## config.mk

```make
export PLATFORM = sky130hd
export DESIGN_NAME = parallel_port_strap_mux
export DESIGN_NICKNAME = d
export VERILOG_FILES = /design/src/logic/pmux_pkg.sv /design/src/logic/strap_if.sv /design/src/logic/parallel_port_strap_mux.sv /design/src/logic/strap_latch.sv /design/src/logic/boot_decode.sv
export SDC_FILE = /design/constraint.sdc
export NUM_CORES = 1
export LEC_CHECK = 0
export ABC_AREA = 1
export BUFFER_PORTS_ARGS = -buffer_cell sky130_fd_sc_hd__clkbuf_2
export CAP_MARGIN = 20
export CORE_AREA = 3 3 207 209
export CTS_BUF_LIST = sky130_fd_sc_hd__clkbuf_16
export CTS_CLUSTER_DIAMETER = 100
export DETAILED_ROUTE_END_ITERATION = 8
export DIE_AREA = 0 0 210 212
export GPL_TIMING_DRIVEN = 0
export PLACE_DENSITY = 0.53
export SLEW_MARGIN = 0
export SYNTH_ARGS = -nofsm -noshare
export SYNTH_HDL_FRONTEND = slang
export SYNTH_SLANG_ARGS = --single-unit
```

## constraint.sdc

```tcl
create_clock -name SYS_CLK -period 10.2 [get_ports SYS_CLK]
set_input_delay 2.04 -clock SYS_CLK [delete_from_list [all_inputs] [get_ports SYS_CLK]]
set_output_delay 2.04 -clock SYS_CLK [all_outputs]
set_load 0.005 [all_outputs]
```

## src/logic/pmux_pkg.sv

```systemverilog
/*
  Constants and types shared by the parallel port strap multiplexer.
  Assumes nothing beyond a SystemVerilog-aware tool flow.
*/
package pmux_pkg;

  // Pin group widths
  localparam int ADDR_W  = 20;               // Pins A[21:2]
  localparam int DATA_W  = 32;               // Pins D[31:0]
  localparam int CTRL_W  = 16;               // Pins C[15:0]
  localparam int HADDR_W = 16;               // Host address lines
  localparam int HDATA_W = 16;               // Host data lines
  localparam int GPIO_W  = 36;               // Parallel general I/O 35..0
  localparam int BOOT_W  = 3;                // Boot-mode straps

  // Field positions inside the parallel general I/O vector
  localparam int GPIO_ADDR_LO = 0;           // A[21:18] -> gpio[3:0]
  localparam int GPIO_DATA_LO = 4;           // D[31:16] -> gpio[19:4]
  localparam int GPIO_CTRL_LO = 20;          // C[15:0]  -> gpio[35:20]

  // Bus selection register
  localparam logic [15:0] BUS_SEL_ADDR    = 16'h6C00;
  localparam int          BSR_PMUX_BIT    = 0;
  localparam int          BSR_SER2_BIT    = 2;
  localparam logic [15:0] BSR_RESET_VALUE = 16'h0000;

  // Control pin positions in memory-interface mode
  localparam int C_RD_STB = 0;
  localparam int C_OE_STB = 1;
  localparam int C_WE_STB = 2;
  localparam int C_READY  = 3;
  localparam int C_CE_LO  = 4;
  localparam int C_BE_LO  = 8;
  localparam int C_SDCKE  = 12;
  localparam int C_SOE    = 13;
  localparam int C_HOLD   = 14;
  localparam int C_HOLDA  = 15;

  // Boot source decode
  typedef enum logic [2:0] {
    BOOT_DIRECT16 = 3'h0,
    BOOT_SPI_ROM  = 3'h1,
    BOOT_SERIAL   = 3'h2,
    BOOT_EXTMEM16 = 3'h3,
    BOOT_DIRECT32 = 3'h4,
    BOOT_HOST     = 3'h5,
    BOOT_I2C_ROM  = 3'h6,
    BOOT_UART     = 3'h7
  } boot_src_t;

  typedef enum logic {
    MODE_HOST16 = 1'b0,
    MODE_MEMIF  = 1'b1
  } pmux_mode_t;

endpackage

```

## src/logic/strap_if.sv

```systemverilog
/*
  Interface carrying the strap capture results between the strap
  latch and the multiplexer. Assumes one clock domain.
*/
`timescale 1ns/100ps
interface strap_if;
  import pmux_pkg::*;
  logic       pmux_mode;                     // 1 memory interface mode
  logic       ser2_mode;                     // Serial port 2 strap
  logic [2:0] boot_code;                     // Latched boot straps
  logic       done;                          // Straps valid
  modport latch (output pmux_mode, ser2_mode, boot_code, done);
  modport user  (input  pmux_mode, ser2_mode, boot_code, done);
endinterface

```

## src/logic/parallel_port_strap_mux.sv

```systemverilog
/*
  Parallel port pin multiplexer with reset straps: strap capture,
  boot code decode, per-pin routing between the memory interface,
  the wide host port and parallel general I/O, and status outputs.
  Assumes pin inputs are synchronous to SYS_CLK, straps steady from
  reset release until capture, and pad wires resolved outside from
  the output enables (low enable means driven).
*/
// Function
// - all pin muxes set at reset from straps; register reports the choice.
// - parallel mode comes only from the sampled parallel mux strap.
// - strap low: memory interface off, host on A[17:2], D[15:0].
// - host mode connects 16 address and 16 data signals; all control pins are gpio.
// - host mode: A[21:18] are gpio[3:0], D[31:16] are gpio[19:4].
// - host mode: C0..C15 are gpio 20..35 ascending.
// - strap low clears the mode bit to 0.
// - strap high: memory interface owns A[21:2] and D[31:0].
// - memory mode control pins: strobes, ready, CE, BE, CKE, SOE, hold.
// - strap high sets the mode bit to 1.
// - multiplexed host uses the eight host byte pins, not this port.
// - boot straps captured on first clock edge after synchronised reset release.
// - boot straps share gpio 2..0 and act only at reset.
// - boot code decodes to one of eight boot sources.
// - bus selection register bit 0 holds mode, reset from strap.
`timescale 1ns/100ps
module parallel_port_strap_mux
  import pmux_pkg::*;
(
  input  wire logic        SYS_CLK,          // 50 MHz system clock
  input  wire logic        RESET_N,          // Async reset, active low
  input  wire logic        PMUX_STRAP,       // Parallel mux strap pin
  input  wire logic        SER2_STRAP,       // Serial 2 mux strap pin
  input  wire logic [2:0]  BOOT_STRAP,       // Boot straps on gpio[2:0]
  // Pads
  input  wire logic [19:0] A_IN,             // Address pins in A[21:2]
  output logic      [19:0] A_OUT,            // Address pins out
  output logic      [19:0] A_OE_N,           // Address enables, low drives
  input  wire logic [31:0] D_IN,             // Data pins in
  output logic      [31:0] D_OUT,            // Data pins out
  output logic      [31:0] D_OE_N,           // Data enables, low drives
  input  wire logic [15:0] C_IN,             // Control pins in
  output logic      [15:0] C_OUT,            // Control pins out
  output logic      [15:0] C_OE_N,           // Control enables, low drives
  // Memory interface side
  input  wire logic [19:0] MEM_ADDR,         // Memory address out
  input  wire logic [31:0] MEM_DATA_O,       // Memory write data
  input  wire logic        MEM_DATA_OE,      // Memory drives data, high
  output logic      [31:0] MEM_DATA_I,       // Memory read data
  input  wire logic [15:0] MEM_CTRL_O,       // Memory control outputs
  input  wire logic [15:0] MEM_CTRL_OE,      // Per-pin drive, high
  output logic      [15:0] MEM_CTRL_I,       // Memory control inputs
  output logic             MEM_ENABLE,       // Memory interface enabled
  // Host port side
  output logic      [15:0] HOST_ADDR,        // Host address lines
  input  wire logic [15:0] HOST_DATA_O,      // Host read data
  input  wire logic        HOST_DATA_OE,     // Host drives data, high
  output logic      [15:0] HOST_DATA_I,      // Host write data
  output logic             HOST_WIDE,        // 1 non-multiplexed host
  output logic             HOST_BYTE_PINS,   // 1 host on byte pins
  // General I/O side
  input  wire logic [35:0] GPIO_O,           // General I/O out values
  input  wire logic [35:0] GPIO_DIR,         // 1 drives pin
  output logic      [35:0] GPIO_I,           // General I/O pin levels
  output logic             GPIO_ENABLE,      // General I/O owns pins
  // Status
  output logic      [15:0] BUS_SEL_REG,      // Bus selection register
  output logic      [2:0]  BOOT_CODE,        // Latched boot code
  output logic      [2:0]  BOOT_SRC,         // Decoded boot source
  output logic             BOOT_DIRECT,      // Direct execution boot
  output logic             STRAP_DONE        // Straps captured
);

  ////////////////////////////////////////////////////////////////////
  // Reset synchroniser; first stage is read only by the second
  // Gives every flop the same release edge, whatever the raw timing
  logic rst_meta_ff;
  logic rst_sync_ff;

  always_ff @(posedge SYS_CLK or negedge RESET_N) begin
    if (!RESET_N) begin
      rst_meta_ff <= 1'b0;
      rst_sync_ff <= 1'b0;
    end else begin
      rst_meta_ff <= 1'b1;
      rst_sync_ff <= rst_meta_ff;
    end
  end

  wire rst_n = rst_sync_ff;

  ////////////////////////////////////////////////////////////////////
  // Strap capture and boot decode
  strap_if st ();

  strap_latch u_latch (
    .clk        (SYS_CLK),
    .rst_n      (rst_n),
    .pmux_strap (PMUX_STRAP),
    .ser2_strap (SER2_STRAP),
    .boot_strap (BOOT_STRAP),
    .st         (st)
  );

  boot_src_t boot_src;
  logic      boot_direct;

  boot_decode u_dec (
    .code   (st.boot_code),
    .src    (boot_src),
    .direct (boot_direct),
    .wide32 ()
  );

  ////////////////////////////////////////////////////////////////////
  // Mode: pins stay undriven until the straps are in, then the mode
  // never changes until the next reset, no software path exists
  wire mem_mode  = st.done && st.pmux_mode;
  wire host_mode = st.done && !st.pmux_mode;

  ////////////////////////////////////////////////////////////////////
  // Memory mode pin drives
  wire [19:0] m_a_out = MEM_ADDR;
  wire [31:0] m_d_oe  = {DATA_W{MEM_DATA_OE}};
  // Control pins keep strobe, ready, CE, BE, CKE, SOE, hold order
  wire [15:0] m_c_oe  = MEM_CTRL_OE;

  ////////////////////////////////////////////////////////////////////
  // Host mode pin drives: host on low fields, gpio on the rest
  // Host address pins are inputs only, so their out values stay zero
  wire [19:0] h_a_out = {GPIO_O[GPIO_ADDR_LO +: 4], 16'h0000};
  wire [19:0] h_a_oe  = {GPIO_DIR[GPIO_ADDR_LO +: 4], 16'h0000};
  wire [31:0] h_d_out = {GPIO_O[GPIO_DATA_LO +: 16], HOST_DATA_O};
  wire [31:0] h_d_oe  = {GPIO_DIR[GPIO_DATA_LO +: 16],
                         {HDATA_W{HOST_DATA_OE}}};
  wire [15:0] h_c_out = GPIO_O[GPIO_CTRL_LO +: 16];
  wire [15:0] h_c_oe  = GPIO_DIR[GPIO_CTRL_LO +: 16];

  ////////////////////////////////////////////////////////////////////
  // Per-pin selection over all 68 pads, packed {C, D, A}. Until the
  // straps are in neither function may drive, so no pad is fought
  // while the mode is still unknown
  wire  [67:0] m_pin_out = {MEM_CTRL_O, MEM_DATA_O, m_a_out};
  wire  [67:0] m_pin_oe  = {m_c_oe, m_d_oe, {ADDR_W{1'b1}}};
  wire  [67:0] h_pin_out = {h_c_out, h_d_out, h_a_out};
  wire  [67:0] h_pin_oe  = {h_c_oe, h_d_oe, h_a_oe};
  logic [67:0] nxt_pin_out;
  logic [67:0] nxt_pin_oe;

  for (genvar i = 0; i < 68; i++) begin : g_pin
    assign nxt_pin_out[i] = mem_mode ? m_pin_out[i] : h_pin_out[i];
    assign nxt_pin_oe[i]  = mem_mode ? m_pin_oe[i]
                                     : (host_mode && h_pin_oe[i]);
  end

  // Group views of the selected pads
  wire [19:0] nxt_a_out = nxt_pin_out[19:0];
  wire [19:0] nxt_a_oe  = nxt_pin_oe[19:0];
  wire [31:0] nxt_d_out = nxt_pin_out[51:20];
  wire [31:0] nxt_d_oe  = nxt_pin_oe[51:20];
  wire [15:0] nxt_c_out = nxt_pin_out[67:52];
  wire [15:0] nxt_c_oe  = nxt_pin_oe[67:52];

  // Inbound routing, unselected functions see zero
  // so a disabled function never reacts to the other's traffic
  wire [35:0] nxt_gpio_i = host_mode ? {C_IN, D_IN[31:16], A_IN[19:16]}
                                     : 36'h000000000;
  wire [15:0] nxt_h_addr = host_mode ? A_IN[15:0] : 16'h0000;
  wire [15:0] nxt_h_data = host_mode ? D_IN[15:0] : 16'h0000;
  wire [31:0] nxt_m_data = mem_mode ? D_IN : 32'h00000000;
  wire [15:0] nxt_m_ctrl = mem_mode ? C_IN : 16'h0000;

  // Register value: mode bit 0, serial 2 mode bit 2
  wire [15:0] nxt_bsr = BSR_RESET_VALUE
                      | (16'(st.pmux_mode) << BSR_PMUX_BIT)
                      | (16'(st.ser2_mode) << BSR_SER2_BIT);

  ////////////////////////////////////////////////////////////////////
  // Address pads; enables off (high) throughout reset. One short
  // process per pad group keeps reset and next value side by side
  always_ff @(posedge SYS_CLK or negedge rst_n) begin
    if (!rst_n) begin
      A_OUT  <= 20'h00000;
      A_OE_N <= 20'hFFFFF;
    end else begin
      A_OUT  <= nxt_a_out;
      A_OE_N <= ~nxt_a_oe;
    end
  end

  // Data pads
  always_ff @(posedge SYS_CLK or negedge rst_n) begin
    if (!rst_n) begin
      D_OUT  <= 32'h00000000;
      D_OE_N <= 32'hFFFFFFFF;
    end else begin
      D_OUT  <= nxt_d_out;
      D_OE_N <= ~nxt_d_oe;
    end
  end

  // Control pads
  always_ff @(posedge SYS_CLK or negedge rst_n) begin
    if (!rst_n) begin
      C_OUT  <= 16'h0000;
      C_OE_N <= 16'hFFFF;
    end else begin
      C_OUT  <= nxt_c_out;
      C_OE_N <= ~nxt_c_oe;
    end
  end

  ////////////////////////////////////////////////////////////////////
  // General I/O pin levels
  always_ff @(posedge SYS_CLK or negedge rst_n) begin
    if (!rst_n) begin
      GPIO_I <= 36'h000000000;
    end else begin
      GPIO_I <= nxt_gpio_i;
    end
  end

  // Host port inputs
  always_ff @(posedge SYS_CLK or negedge rst_n) begin
    if (!rst_n) begin
      HOST_ADDR   <= 16'h0000;
      HOST_DATA_I <= 16'h0000;
    end else begin
      HOST_ADDR   <= nxt_h_addr;
      HOST_DATA_I <= nxt_h_data;
    end
  end

  // Memory interface inputs
  always_ff @(posedge SYS_CLK or negedge rst_n) begin
    if (!rst_n) begin
      MEM_DATA_I <= 32'h00000000;
      MEM_CTRL_I <= 16'h0000;
    end else begin
      MEM_DATA_I <= nxt_m_data;
      MEM_CTRL_I <= nxt_m_ctrl;
    end
  end

  ////////////////////////////////////////////////////////////////////
  // Function enables; the memory interface is the only owner of the pads when enabled
  always_ff @(posedge SYS_CLK or negedge rst_n) begin
    if (!rst_n) begin
      MEM_ENABLE     <= 1'b0;
      HOST_BYTE_PINS <= 1'b0;
    end else begin
      MEM_ENABLE     <= mem_mode;
      HOST_BYTE_PINS <= mem_mode;
    end
  end

  // Wide host and general I/O travel together in strap-low mode
  always_ff @(posedge SYS_CLK or negedge rst_n) begin
    if (!rst_n) begin
      HOST_WIDE   <= 1'b0;
      GPIO_ENABLE <= 1'b0;
    end else begin
      HOST_WIDE   <= host_mode;
      GPIO_ENABLE <= host_mode;
    end
  end

  // Bus selection register, a read-only view with no write path
  always_ff @(posedge SYS_CLK or negedge rst_n) begin
    if (!rst_n) begin
      BUS_SEL_REG <= BSR_RESET_VALUE;
    end else begin
      BUS_SEL_REG <= nxt_bsr;
    end
  end

  ////////////////////////////////////////////////////////////////////
  // Boot outputs
  always_ff @(posedge SYS_CLK or negedge rst_n) begin
    if (!rst_n) begin
      BOOT_CODE   <= 3'h0;
      BOOT_SRC    <= 3'h0;
      BOOT_DIRECT <= 1'b0;
    end else begin
      BOOT_CODE   <= st.boot_code;
      BOOT_SRC    <= boot_src;
      BOOT_DIRECT <= boot_direct;
    end
  end

  // Capture flag, raised with the first valid mode on the outputs
  always_ff @(posedge SYS_CLK or negedge rst_n) begin
    if (!rst_n) begin
      STRAP_DONE <= 1'b0;
    end else begin
      STRAP_DONE <= st.done;
    end
  end

endmodule

```

## src/logic/strap_latch.sv

```systemverilog
/*
  Captures strap pins at the release of reset.
  Assumes rst_n is the synchronised reset and straps are steady then.
*/
`timescale 1ns/100ps
module strap_latch
  import pmux_pkg::*;
(
  input  wire logic       clk,               // System clock
  input  wire logic       rst_n,             // Synchronised reset
  input  wire logic       pmux_strap,        // Parallel mux strap level
  input  wire logic       ser2_strap,        // Serial 2 mux strap level
  input  wire logic [2:0] boot_strap,        // Boot straps on gpio[2:0]
  strap_if.latch          st                 // Capture results
);

  logic       done_ff;
  logic       pmux_ff;
  logic       ser2_ff;
  logic [2:0] boot_ff;
  wire        take = !done_ff;              // Only first edge after release

  ////////////////////////////////////////////////////////////////////
  // Sample once at the first edge after release; async reset loads
  // constants only, so the strap is caught by a clocked load
  always_ff @(posedge clk or negedge rst_n) begin
    if (!rst_n) begin
      done_ff <= 1'b0;
      pmux_ff <= 1'b0;
      ser2_ff <= 1'b0;
      boot_ff <= 3'h0;
    end else if (take) begin
      done_ff <= 1'b1;
      pmux_ff <= pmux_strap;
      ser2_ff <= ser2_strap;
      boot_ff <= boot_strap;
    end
  end

  assign st.pmux_mode = pmux_ff;
  assign st.ser2_mode = ser2_ff;
  assign st.boot_code = boot_ff;
  assign st.done      = done_ff;

endmodule

```

## src/logic/boot_decode.sv

```systemverilog
/*
  Decodes the latched boot straps into a boot source and a flag that
  disables on-chip ROM for direct execution. Purely combinational.
*/
`timescale 1ns/100ps
module boot_decode
  import pmux_pkg::*;
(
  input  wire logic [2:0] code,              // Latched boot code
  output boot_src_t       src,               // Decoded boot source
  output logic            direct,            // Direct execution mode
  output logic            wide32             // 32-bit direct memory
);

  // Both direct codes bypass the loader, width differs
  assign src    = boot_src_t'(code);
  assign direct = (src == BOOT_DIRECT16) || (src == BOOT_DIRECT32);
  assign wide32 = (src == BOOT_DIRECT32);

endmodule

```

==> metrics.csv <==
metric,value,unit
p_leak,7.67,nW
wire_per_inst,15.5,um
dp_hpwl,24500,um
start_util,21.1,%
die_height,212,um
synth_top_area_share,58.2,%
finalSetupViolations,0,
final_cell_count_no_fill,1955,
synthTopCellsByCount,"nand2_1, dfrtp_1, nor2_1",
synthFlopType,dfrtp_1,
grt_pass1_vias,7641,
min_path_type,reg2async,
wl_met3,2890,um
portBuffers,514,
r2r_start,u_latch.st.pmux_mode$_DFFE_PN0N_,
worst_path_largest_cell_delay,0.68,ns
r2r_cells,6,
synth.distinct_cells,17,
ioPinCount,529,
final_util,31.4,%
fp.dieW,210,um
end_kind,primary output,
core_area,41000,um2
crit_type,reg2out,
rrSetupSlack,8.46,ns
antenna_found_initial,2,
cts.reportedPaths.clkPinSlew,0.06,ns
yosys-top-cells-area,"dfrtp_1, dfstp_2, nand2_1, nor2_1, buf_4",
syn_area,8650,um2
drv_slew,0,
num_vias,7297,
wl_met1,11300,um
worst_slew_pin_slew,0.605,ns
r2r-end,D_OUT[5]$_DFF_PN0_,
wl_met2,15300,um
grt_setup_unrepaired,false,
drtIter0Drc,278,
min_period,3.51,ns
syn-instance-count,842,
synthToLayoutAreaGrowth,48.7,%
critPathMaxFanout,16,
clockRootBuffer,clkbuf_16,
synth_top_area_cell,dfrtp_1,
post_cts_buffers,0,
cts_tree,built,
worstPathCellList,"buf_4, clkbuf_2",
dp.cells,1906,
routed_wirelength,30400,um
top_layer,met5,
post-route-period-util,34.4,%
viasPerCell,3.73,
grt_max_degree,71,
rows,74,
fin_setup_tns,0,ns
dieArea,44500,um2
holdBufCountCts,0,
required,8.16,ns
post-route-drc-count,0,
outcome,completed,
crit_path_start_kind,flop,
critPathSlowestCell,dfstp_2,
synth.yosys.seq_area_share,69.7,%
ant_nets,0,
arrival,1.47,ns
final_hold_viol_count,0,
cts_sinks,239,
grt_first_pass_wirelength,44600,um
ys_seq_elements,239,
irDropWorstVdd,0.0901,mV
skew,0.00786,ns
yosysWarningCount,0,
async_flop_share,100,%
max-cap-violations,0,
grt-ovfl-total,0,
nNetsFinal,1652,
fmax,285,MHz
yosysMostFrequentCell,nand2_1,
synth_edf_count,0,
cts_resized,0,
routabilityCongestion,0.874,
drive_above_1_share,48.9,%
h-tree-depth,1,
firstDrtPassIters,4,
avgSynthCellArea,10.3,um2
grt_usage,13.1,%
cts_made_buffers,27,
max_slew_margin,59.7,%
power.density,174,nW/um2
clk_path_buf_depth,3,
worstSkewPairLatency,0.53,ns
-- worst max path at each step --
stage / from / endpoint / cells after the start
6_report: A_OE_N[15]$_DFF_PN1_ / A_OE_N[12] / 2
5_1_grt: A_OE_N[15]$_DFF_PN1_ / A_OE_N[2] / 2
4_1_cts: D_OE_N[15]$_DFF_PN1_ / D_OE_N[13] / 2
3_5_place_dp: D_OE_N[15]$_DFF_PN1_ / D_OE_N[13] / 2
3_3_place_gp: rst_n$_DFF_PN0_ / GPIO_I[0]$_DFF_PN0_ / 0
2_1_floorplan: rst_n$_DFF_PN0_ / A_OUT[0]$_DFF_PN0_ / 0
-- layout by cell type (no fill, tap or decap) --
cell type,count
buf_8,1
buf_6,3
clkinv_1,3
nand3_1,32
nand2_1,237
nor2_2,20
dfstp_2,38
buf_16,3
nand2_4,1
nor2_4,1
buf_4,51
conb_1,16
bufinv_16,2
dfrtp_1,200
clkinv_2,6
clkbuf_1,11
nor2_1,113
nand2_2,1
inv_6,1
diode_2,1
dfrtp_4,1
buf_2,22
o21ai_0,4
inv_1,111
clkbuf_16,27
inv_2,3
clkbuf_2,514
-- state kept, by name, summed over array words and instances, names as in the netlist, 2 cells and up --
name,cells
D_OUT,32
MEM_CTRL_I,16
MEM_DATA_I,32
GPIO_I,36
C_OUT,16
BOOT_CODE,3
u_latch.st.boot_code,3
D_OE_N,17
HOST_DATA_I,16
A_OUT,20
A_OE_N,5
HOST_ADDR,16
C_OE_N,16
BUS_SEL_REG,2
-- through the flow --
stage | cell area [um2] | worst slack (ns) | power, mW | hold slack [ns]
4_1_cts | 12900 | 6.64 | 2.29 | 0.338
6_report | 12900 | 6.69 | 2.24 | 0.320
2_1_floorplan | 8700 | 3.11 | 1.18 | 0.331
3_3_place_gp | 11900 | 0.311 | 1.36 | 0.337
5_1_grt | 12900 | 6.58 | 2.36 | 0.358
3_5_place_dp | 12000 | 7.24 | 1.36 | 0.331
-- critical path: cells and delay by family (launching register included) --
kind                   cells  cell delay [ns]
buffers and inverters      2             0.26
flip-flops                 1             0.68
-- cell type report --
class | count | area, um2
clock inverters | 21 | 144
repair buffers | 518 | 2670
diodes | 1 | 2.50
multi-input cells | 425 | 1710
plain buffers | 87 | 568
flip-flops and latches | 239 | 6030
well taps | 532 | 666
clock buffers | 27 | 676
fillers | 4369 | 28200
inverters | 105 | 394
-- report_power, final --
part	total (mW)	internal, mW	switching [mW]	leakage (nW)
logic	0.292	0.132	0.160	4.23
clock network	0.906	0.527	0.378	0.442
registers	1.05	1.02	0.0254	3.00
-- routing by layer --
layer | GRT usage, % | up-vias
met4 | 4.25 | 2
met3 | 4.01 | 41
met5 | 0 | -
met2 | 23.9 | 378
li1 | - | 3512
met1 | 14.6 | 3364
-- kinds of logic (layout without fill, tap and decap cells) --
group	Yosys count	after routing	synth area share, %
other cells	2	17	0.0869
simple gates	405	405	18.8
compound gates	4	4	0.232
flops	239	239	69.7
buf+inv	192	758	11.1
No activity file was read; power rests on OpenSTA's default activity.
